## src/verilog/hci_status_defines.svh

```systemverilog
`ifndef HCI_STATUS_DEFINES_SVH
`define HCI_STATUS_DEFINES_SVH
// status and reason codes
`define ST_SUCCESS        8'h00
`define ST_UNKNOWN_CMD    8'h01
`define ST_NO_CONN        8'h02
`define ST_HW_FAIL        8'h03
`define ST_PAGE_TIMEOUT   8'h04
`define ST_AUTH_FAIL      8'h05
`define ST_KEY_MISSING    8'h06
`define ST_MEM_FULL       8'h07
`define ST_CONN_TIMEOUT   8'h08
`define ST_MAX_CONN       8'h09
`define ST_PAIR_DENIED    8'h18
`define ST_LM_UNKNOWN_MSG 8'h19
`define ST_REMOTE_FEAT    8'h1A
`define ST_LM_OFFSET_REJ  8'h1B
`define ST_LM_INTVL_REJ   8'h1C
`define ST_LM_AIR_REJ     8'h1D
`define ST_LM_BAD_PARAM   8'h1E
`define ST_UNSPECIFIED    8'h1F
`define ST_LM_GROUP_LO    8'h20
`define ST_LM_GROUP_HI    8'h24
`define ST_RESERVED_LO    8'h25
// parameter length of a bare status return
`define RET_LEN_STATUS    8'h01
// parameter length of a key store return: status and count
`define RET_LEN_KEYS      8'h02
`endif

```

## src/verilog/hci_status_pkg.sv

```systemverilog
package hci_status_pkg;
	// event that carries a status or reason
	typedef enum logic [2:0] {
		EV_NONE        = 3'b000,
		EV_CMD_STATUS  = 3'b001,
		EV_CMD_COMPL   = 3'b010,
		EV_CONN_COMPL  = 3'b011,
		EV_AUTH_COMPL  = 3'b100,
		EV_DISC_COMPL  = 3'b101,
		EV_NAME_COMPL  = 3'b110
	} event_kind_t;
	// failure causes that can be raised
	typedef enum logic [3:0] {
		CAUSE_NONE         = 4'h0,
		CAUSE_UNKNOWN_CMD  = 4'h1,
		CAUSE_NO_CONN      = 4'h2,
		CAUSE_HW_FAIL      = 4'h3,
		CAUSE_PAGE_TIMEOUT = 4'h4,
		CAUSE_AUTH_FAIL    = 4'h5,
		CAUSE_KEY_MISSING  = 4'h6,
		CAUSE_MEM_FULL     = 4'h7,
		CAUSE_MAX_CONN     = 4'h9,
		CAUSE_PAIR_DENIED  = 4'hA,
		CAUSE_REMOTE_FEAT  = 4'hB,
		CAUSE_UNSPECIFIED  = 4'hC,
		CAUSE_LM_CODE      = 4'hD
	} cause_t;
	// command or procedure in flight
	typedef enum logic [2:0] {
		CMD_GENERIC   = 3'b000,
		CMD_CREATE    = 3'b001,
		CMD_ADD_VOICE = 3'b010,
		CMD_NAME_REQ  = 3'b011,
		CMD_AUTH      = 3'b100,
		CMD_STORE_KEY = 3'b101
	} cmd_kind_t;
	typedef enum logic [1:0] {
		ST_IDLE   = 2'b00,
		ST_STATUS = 2'b01,
		ST_FINAL  = 2'b10,
		ST_DISC   = 2'b11
	} fsm_t;
endpackage

```

## src/verilog/hci_code_filter.sv

```systemverilog
`timescale 1ns/1ps
`default_nettype none
`include "hci_status_defines.svh"
// screens a code: reserved and link-manager-only values become unspecified
module hci_code_filter (
	// raw code
	input  wire logic [7:0] raw_code,
	// code safe for host events
	output var  logic [7:0] safe_code
);
	always_comb begin
		safe_code = raw_code;
		if (raw_code >= `ST_RESERVED_LO) begin
			safe_code = `ST_UNSPECIFIED;
		end else if (raw_code >= `ST_LM_UNKNOWN_MSG && raw_code <= `ST_LM_BAD_PARAM &&
		             raw_code != `ST_REMOTE_FEAT) begin
			safe_code = `ST_UNSPECIFIED;
		end
	end
endmodule // hci_code_filter
`default_nettype wire

```

## src/verilog/hci_error_status_logic.sv

```systemverilog
`timescale 1ns/1ps
`default_nettype none
`include "hci_status_defines.svh"
// Function
// - zero success, nonzero byte names failure
// - never emit codes 0x25 and above
// - fixed codes 0x18 0x1A 0x1F 0x20-0x24
// - link-manager-only codes never reach host
// - deferrable errors go in the completion event
// - unknown opcode returns 0x01
// - unknown opcode complete carries status only
// - missing connection returns 0x02
// - missing connection on complete-type uses status
// - hardware fault 0x03, complete-type uses complete
// - page timeout 0x04 in connection/name complete
// - wrong key or pin gives 0x05
// - missing pin gives 0x06
// - no storage gives 0x07 in complete
// - key store overflow: no error, report count
// - supervision timeout gives reason 0x08
// - one disconnection event per handle; a link loss seen while busy is not latched and gets no event
// - timeout during setup in connection complete
// - no more connections gives 0x09
// - name request may report 0x09
module hci_error_status_logic
#(
	parameter int HANDLE_W = 12,
	parameter int MAX_HANDLES = 4,
	parameter int KEY_CNT_W = 8
) (
	// clock and reset
	input  wire logic                             ref_clk,
	input  wire logic                             rst_n,
	// command outcome request
	input  wire logic                             req_valid,
	input  wire hci_status_pkg::cmd_kind_t        req_cmd,
	input  wire logic                             req_uses_complete,
	input  wire hci_status_pkg::cause_t           req_cause,
	input  wire logic [7:0]                       req_lm_code,
	input  wire logic                             req_in_setup,
	input  wire logic [KEY_CNT_W-1:0]             req_keys_asked,
	input  wire logic [KEY_CNT_W-1:0]             req_keys_free,
	// supervision timeout on a physical link
	input  wire logic                             link_lost,
	input  wire logic [MAX_HANDLES-1:0]           link_handles_used,
	input  wire logic [MAX_HANDLES*HANDLE_W-1:0]  link_handles,
	// event output
	output var  logic                             ev_valid,
	output var  hci_status_pkg::event_kind_t      ev_kind,
	output var  logic [7:0]                       ev_status,
	output var  logic [7:0]                       ev_ret_len,
	output var  logic [HANDLE_W-1:0]              ev_handle,
	output var  logic [KEY_CNT_W-1:0]             ev_keys_stored,
	output var  logic                             busy
);
	import hci_status_pkg::*;

	typedef struct packed {
		// sequencer and the deferred second event
		fsm_t                    fsm;
		event_kind_t             final_kind;
		logic [7:0]              final_code;
		// handles latched on a link loss, still to be reported
		logic [MAX_HANDLES-1:0]  pending;
		logic [MAX_HANDLES*HANDLE_W-1:0] handles;
		// registered event outputs
		logic                    ev_valid;
		event_kind_t             ev_kind;
		logic [7:0]              ev_status;
		logic [7:0]              ev_ret_len;
		logic [HANDLE_W-1:0]     ev_handle;
		logic [KEY_CNT_W-1:0]    ev_keys_stored;
		logic                    busy;
	} state_t;

	state_t st;
	state_t next_st;
	logic [7:0] raw_code;
	logic [7:0] safe_code;
	logic [MAX_HANDLES-1:0] first_hot;
	logic [HANDLE_W-1:0] first_handle;
	// completion event chosen from the command kind
	event_kind_t compl_kind;
	// cause reported in the completion event, not in command status
	logic deferred_cause;
	// link loss with live handles, which wins over a request
	logic loss_hit;
	// link keys that actually fit
	logic [KEY_CNT_W-1:0] keys_fit;
	// latched handles, one slot per entry
	wire logic [HANDLE_W-1:0] handle_arr [MAX_HANDLES];

	// cause to raw code
	always_comb begin
		raw_code = `ST_SUCCESS;
		unique case (req_cause)
			CAUSE_NONE:         raw_code = `ST_SUCCESS;
			CAUSE_UNKNOWN_CMD:  raw_code = `ST_UNKNOWN_CMD;
			CAUSE_NO_CONN:      raw_code = `ST_NO_CONN;
			CAUSE_HW_FAIL:      raw_code = `ST_HW_FAIL;
			CAUSE_PAGE_TIMEOUT: raw_code = `ST_PAGE_TIMEOUT;
			CAUSE_AUTH_FAIL:    raw_code = `ST_AUTH_FAIL;
			CAUSE_KEY_MISSING:  raw_code = `ST_KEY_MISSING;
			CAUSE_MEM_FULL:     raw_code = `ST_MEM_FULL;
			CAUSE_MAX_CONN:     raw_code = `ST_MAX_CONN;
			CAUSE_PAIR_DENIED:  raw_code = `ST_PAIR_DENIED;
			CAUSE_REMOTE_FEAT:  raw_code = `ST_REMOTE_FEAT;
			CAUSE_UNSPECIFIED:  raw_code = `ST_UNSPECIFIED;
			CAUSE_LM_CODE:      raw_code = req_lm_code;
			default:            raw_code = `ST_UNSPECIFIED;
		endcase
	end

	hci_code_filter u_filter (
		.raw_code  (raw_code),
		.safe_code (safe_code)
	);

	// unpack the latched handle word into slots
	for (genvar g = 0; g < MAX_HANDLES; g++) begin : g_slot
		assign handle_arr[g] = st.handles[g*HANDLE_W +: HANDLE_W];
	end

	// lowest pending handle; scanning downward lets the lowest index win
	always_comb begin
		first_hot = '0;
		first_handle = '0;
		for (int i = MAX_HANDLES - 1; i >= 0; i--) begin
			if (st.pending[i]) begin
				first_hot = '0;
				first_hot[i] = 1'b1;
				first_handle = handle_arr[i];
			end
		end
	end

	// completion event that follows a zero command status
	always_comb begin
		compl_kind = EV_CONN_COMPL;
		case (req_cmd)
			CMD_AUTH:     compl_kind = EV_AUTH_COMPL;
			CMD_NAME_REQ: compl_kind = EV_NAME_COMPL;
			default:      compl_kind = EV_CONN_COMPL;
		endcase
	end

	assign deferred_cause = (req_cause == CAUSE_PAGE_TIMEOUT) || (req_cause == CAUSE_AUTH_FAIL) ||
	                        (req_cause == CAUSE_KEY_MISSING) || (req_cause == CAUSE_PAIR_DENIED);

	assign keys_fit = (req_keys_asked > req_keys_free) ? req_keys_free : req_keys_asked;

	assign loss_hit = link_lost && (link_handles_used != '0);

	// next state; a request is only looked at while idle, so a pair is never split
	always_comb begin
		next_st = st;
		next_st.ev_valid = 1'b0;
		unique case (st.fsm)
			ST_IDLE: begin
				if (loss_hit) begin
					// latch every handle on the link
					next_st.pending = link_handles_used;
					next_st.handles = link_handles;
					next_st.fsm = ST_DISC;
					next_st.busy = 1'b1;
				end else if (req_valid) begin
					next_st.ev_valid = 1'b1;
					next_st.ev_ret_len = `RET_LEN_STATUS;
					next_st.ev_handle = '0;
					next_st.ev_keys_stored = '0;
					if (req_cmd == CMD_STORE_KEY) begin
						next_st.ev_kind = EV_CMD_COMPL;
						next_st.ev_status = `ST_SUCCESS;
						next_st.ev_keys_stored = keys_fit;
						next_st.ev_ret_len = `RET_LEN_KEYS;
					end else if (req_in_setup && req_cause == CAUSE_NONE && link_lost) begin
						next_st.ev_kind = EV_CONN_COMPL;
						next_st.ev_status = `ST_CONN_TIMEOUT;
					end else if (safe_code == `ST_SUCCESS) begin
						next_st.ev_status = `ST_SUCCESS;
						next_st.ev_kind = req_uses_complete ? EV_CMD_COMPL : EV_CMD_STATUS;
						if (!req_uses_complete) begin
							next_st.final_code = `ST_SUCCESS;
							next_st.final_kind = compl_kind;
							next_st.fsm = ST_FINAL;
							next_st.busy = 1'b1;
						end
					end else if (deferred_cause) begin
						// carried by the completion event after zero status
						next_st.ev_kind = EV_CMD_STATUS;
						next_st.ev_status = `ST_SUCCESS;
						next_st.final_code = safe_code;
						next_st.final_kind = compl_kind;
						next_st.fsm = ST_FINAL;
						next_st.busy = 1'b1;
					end else if (req_uses_complete && req_cause != CAUSE_NO_CONN) begin
						next_st.ev_kind = EV_CMD_COMPL;
						next_st.ev_status = safe_code;
					end else begin
						next_st.ev_kind = EV_CMD_STATUS;
						next_st.ev_status = safe_code;
					end
				end
			end
			ST_FINAL: begin
				// second event of a pair, then ready for the next request
				next_st.ev_valid = 1'b1;
				next_st.ev_kind = st.final_kind;
				next_st.ev_status = st.final_code;
				next_st.ev_ret_len = `RET_LEN_STATUS;
				next_st.fsm = ST_IDLE;
				next_st.busy = 1'b0;
			end
			ST_DISC: begin
				// one reason 0x08 event per handle
				next_st.ev_valid = 1'b1;
				next_st.ev_kind = EV_DISC_COMPL;
				next_st.ev_status = `ST_CONN_TIMEOUT;
				next_st.ev_ret_len = `RET_LEN_STATUS;
				next_st.ev_handle = first_handle;
				next_st.pending = st.pending & ~first_hot;
				if ((st.pending & ~first_hot) == '0) begin
					next_st.fsm = ST_IDLE;
					next_st.busy = 1'b0;
				end
			end
		endcase
	end

	// state register
	always_ff @(posedge ref_clk) begin
		if (!rst_n) begin
			st <= '0;
		end else begin
			st <= next_st;
		end
	end

	// event pulse, one cycle per event
	assign ev_valid       = st.ev_valid;
	// event fields, held until the next event
	assign ev_kind        = st.ev_kind;
	assign ev_status      = st.ev_status;
	assign ev_ret_len     = st.ev_ret_len;
	assign ev_handle      = st.ev_handle;
	assign ev_keys_stored = st.ev_keys_stored;
	// sequence in progress, requests ignored
	assign busy           = st.busy;
endmodule // hci_error_status_logic
`default_nettype wire

```

## config.mk

```make
export PLATFORM = sky130hd
export DESIGN_NAME = hci_error_status_logic
export DESIGN_NICKNAME = d
export VERILOG_FILES = /design/src/verilog/hci_status_pkg.sv /design/src/verilog/hci_code_filter.sv /design/src/verilog/hci_error_status_logic.sv
export VERILOG_INCLUDE_DIRS = /design/src /design/src/verilog
export SDC_FILE = /design/constraint.sdc
export NUM_CORES = 1
export LEC_CHECK = 0
export BUFFER_PORTS_ARGS = -buffer_cell sky130_fd_sc_hd__buf_2
export CAP_MARGIN = 20
export CORE_ASPECT_RATIO = 0.7
export CORE_MARGIN = 2
export CORE_UTILIZATION = 58
export CTS_CLUSTER_DIAMETER = 80
export CTS_CLUSTER_SIZE = 16
export DETAILED_ROUTE_END_ITERATION = 16
export GPL_TIMING_DRIVEN = 1
export PLACE_DENSITY = 0.86
export SYNTH_ARGS = -nofsm -noshare
export SYNTH_HDL_FRONTEND = slang
export SYNTH_SLANG_ARGS = --single-unit
```

## constraint.sdc

```tcl
create_clock -name ref_clk -period 4.6 [get_ports ref_clk]
set_input_delay 0 -clock ref_clk [delete_from_list [all_inputs] [get_ports ref_clk]]
set_output_delay 0 -clock ref_clk [all_outputs]
set_load 0.01 [all_outputs]
```

==> impl_metrics.yaml <==
place:
  dpl-instance-area_mm2: 0.00546
  hpwl_um: 9490
  gp_congestion: 0.926
  portBuffers: 123
timing:
  whs_ps: 0.836
  fin_tns_setup_ps: 0
  relSlewSlack_pct: 29.9
  rsz0062_at_grt: "no"
  hold_viol: 0
  finalSetupViolations: 0
  worst_pin_slew_ps: 1050
  period_needed_ps: 2790
  fmax_ghz: 0.359
  fin_worst_skew_ps: 7.68
  fin_crit_sh_pct: 60.6
  finalMaxSlewViolations: 0
power_and_ir_drop:
  p_comb_share_pct: 21.3
  p_seq_share_pct: 44.4
  p_sw_uw: 692
  internal-power_uw: 1490
  p_leak_uw: 0.00280
  p_clk_share_pct: 34.3
  swShare_pct: 31.7
  cellPowerDensity_mw_per_mm2: 339
  ir_drop_v: 0.000227
run:
  maxCapViolations: 0
clock_tree:
  post_cts_hold_buffer_count: 67
  cts_root_buffer: "clkbuf_16"
  max-clock-path-buffers: 2
  cts_resized: 0
  htreeDepth: 3
  clock_latency_ps: 340
  clk_pin_slew_ps: 80
  cts_buffers: 9
  cts_sinks: 100
  cts_tree: "built"
  cts_setup_buffers: 0
floorplanning:
  core-area_mm2: 0.00851
  num_rows: 28
  dieWidth_um: 116
  die-area_mm2: 0.00957
  start_util_pct: 59.9
  boundaryPins: 130
  die_h_um: 82.5
yosys:
  synth_flop_cell: "dfxtp_1"
  syn_area_mm2: 0.00510
  synth_area_per_cell_um2: 7.74
  synth.distinct_cells: 57
  syn_inst: 659
  async_reset_ff_share_pct: 0
  seq_area_frac_synth_pct: 39.2
  ys_ff_latch: 100
  yosysWarnings: 0
  synth_edf_count: 0
detailed_routing:
  antenna_left: 0
  routed_wl_um: 15500
  routed.top_layer: "met4"
  met1_length_um: 6610
  vias_per_cell: 5.76
  first_pass_iters: 5
  drc: 0
  drtIter0Drc: 652
  dr_wl_met2_um: 7060
  dr_wl_met3_um: 1430
  vias: 5267
  wl_per_cell_um: 16.9
grt:
  grt_usage_pct: 31.8
  grt_antenna_before_repair: 2
  grt_overflow_total: 0
  grt_max_degree: 75
  grt_pass1_wl_um: 23800
  grt_pass1_vias: 4829
finish:
  nets: 888
  drive_gt1_share_pct: 19.7
  final_cell_area_mm2: 0.00643
  syn_to_final_growth_pct: 26.0
worst_hold_path:
  hold_path.class: "in2reg"
setup_path:
  worstPathArrival_ps: 3060
  critPathMaxStageDelay_ps: 670
  crit_path_cell_trace: "dlygate4sd3_1 -> buf_2 -> o41ai_4 -> a21o_1 -> nand2b_1 -> a211oi_1 -> a21oi_1 -> nor2_1"
  end_kind: "register"
  critPathKind: "in2reg"
  cp_slowest_cell: "o41ai_4"
  start_kind: "input pin"
  crit_required_ps: 4870
  path_max_fanout: 24
run_status:
  status: "complete, no violations"
-- registers in the layout (all words and copies together), names as in the netlist --
signal,count
busy,1
ev_handle,12
ev_keys_stored,8
ev_kind,3
ev_ret_len,2
ev_status,8
ev_valid,1
handle_arr,48
st,17
-- kinds of logic after synthesis --
group,Yosys count,synth area share [%]
simple gates,251,21.4
compound gates,183,22.9
flops,100,39.2
buf+inv,94,9.96
mux,18,3.53
fa+ha+maj,12,2.89
other cells,1,0.0735
-- metal layers --
metal  up-vias  track usage (%)
met2       317             50.2
met1      2417             43.0
li1       2492                -
met5         -                0
met3        41             7.96
met4         0             10.4
-- power by group through the flow --
stage                     Combinational (µW)  Sequential [µW]  Clock (µW)
after CTS                                447              966         749
after floorplan                          298              969           0
after global placement                   379              983           0
after detailed placement                 396              985           0
final                                    464              968         748
after global routing                     506              974         782
-- synthesized netlist by cell type, types with 8 or more instances --
library cell	instances	area, µm²
nand2_1	152	571
dfxtp_1	100	2000
a21oi_1	95	475
nor2_1	45	169
buf_4	39	293
clkbuf_1	34	128
o21ai_0	23	115
mux2i_1	18	180
inv_1	15	56.3
a211oi_1	14	105
o221ai_1	12	105
ha_1	11	138
nand3_1	9	45.0
nor2b_1	8	50.1
-- cells in the final DEF (no fill, tap or decap), drive strengths merged, types with 2 or more instances in the layout --
cell type,instances
nand2,153
buf,125
dfxtp,100
a21oi,95
dlygate4sd3,67
nor2,45
o21ai,23
mux2i,18
inv,18
a211oi,14
o221ai,12
ha,11
nand3,9
clkbuf,9
nor2b,8
nand2b,6
a21o,6
and3,6
conb,6
o31ai,5
or3,4
or2,4
o22ai,4
clkinv,4
nor3,3
a31oi,3
o311a,3
a22oi,3
diode,2
nand4bb,2
o211ai,2
and2,2
or3b,2
nand4,2
a221oi,2
o41ai,2
a311oi,2
a2111oi,2
-- critical path, delay by kind of cell --
kind / cells / cell delay, ps
buffers and inverters: 2 / 670
AOI/OAI and AO/OA: 4 / 1720
and+or+nand+nor: 2 / 660
-- final cells by class --
class,instances,area [µm²]
fillers,591,2090
multi-input cells,470,2620
diodes,2,5.00
clock inverters,7,70.1
repair buffers,192,1300
clock buffers,9,225
inverters,15,56.3
well taps,120,150
flip-flops and latches,100,2000
-- final timing paths --
check,end,slack [ps],startpoint,cells past startpoint
min reg2reg,ev_keys_stored[1]$_SDFFE_PN0P_,450,ev_keys_stored[1]$_SDFFE_PN0P_,2
min,ev_keys_stored[0]$_SDFFE_PN0P_,0.8,req_keys_asked[0],3
max reg2reg,ev_handle[11]$_SDFFE_PN0P_,1940,st[105]$_SDFFE_PN0P_,8
max,ev_handle[11]$_SDFFE_PN0P_,1810,link_handles_used[0],8
-- through the flow --
step / utilization [%] / worst slack [ps] / cells / total power (µW)
after floorplan: - / 2820 / 664 / 1270
after global placement: 64.1 / 2330 / 830 / 1360
after detailed placement: 64.1 / 2040 / 830 / 1380
after CTS: 75.4 / 1890 / 913 / 2160
after global routing: 75.5 / 1540 / 915 / 2260
final: 75.5 / 1810 / 915 / 2180
Power figures use the tool's default switching activity.
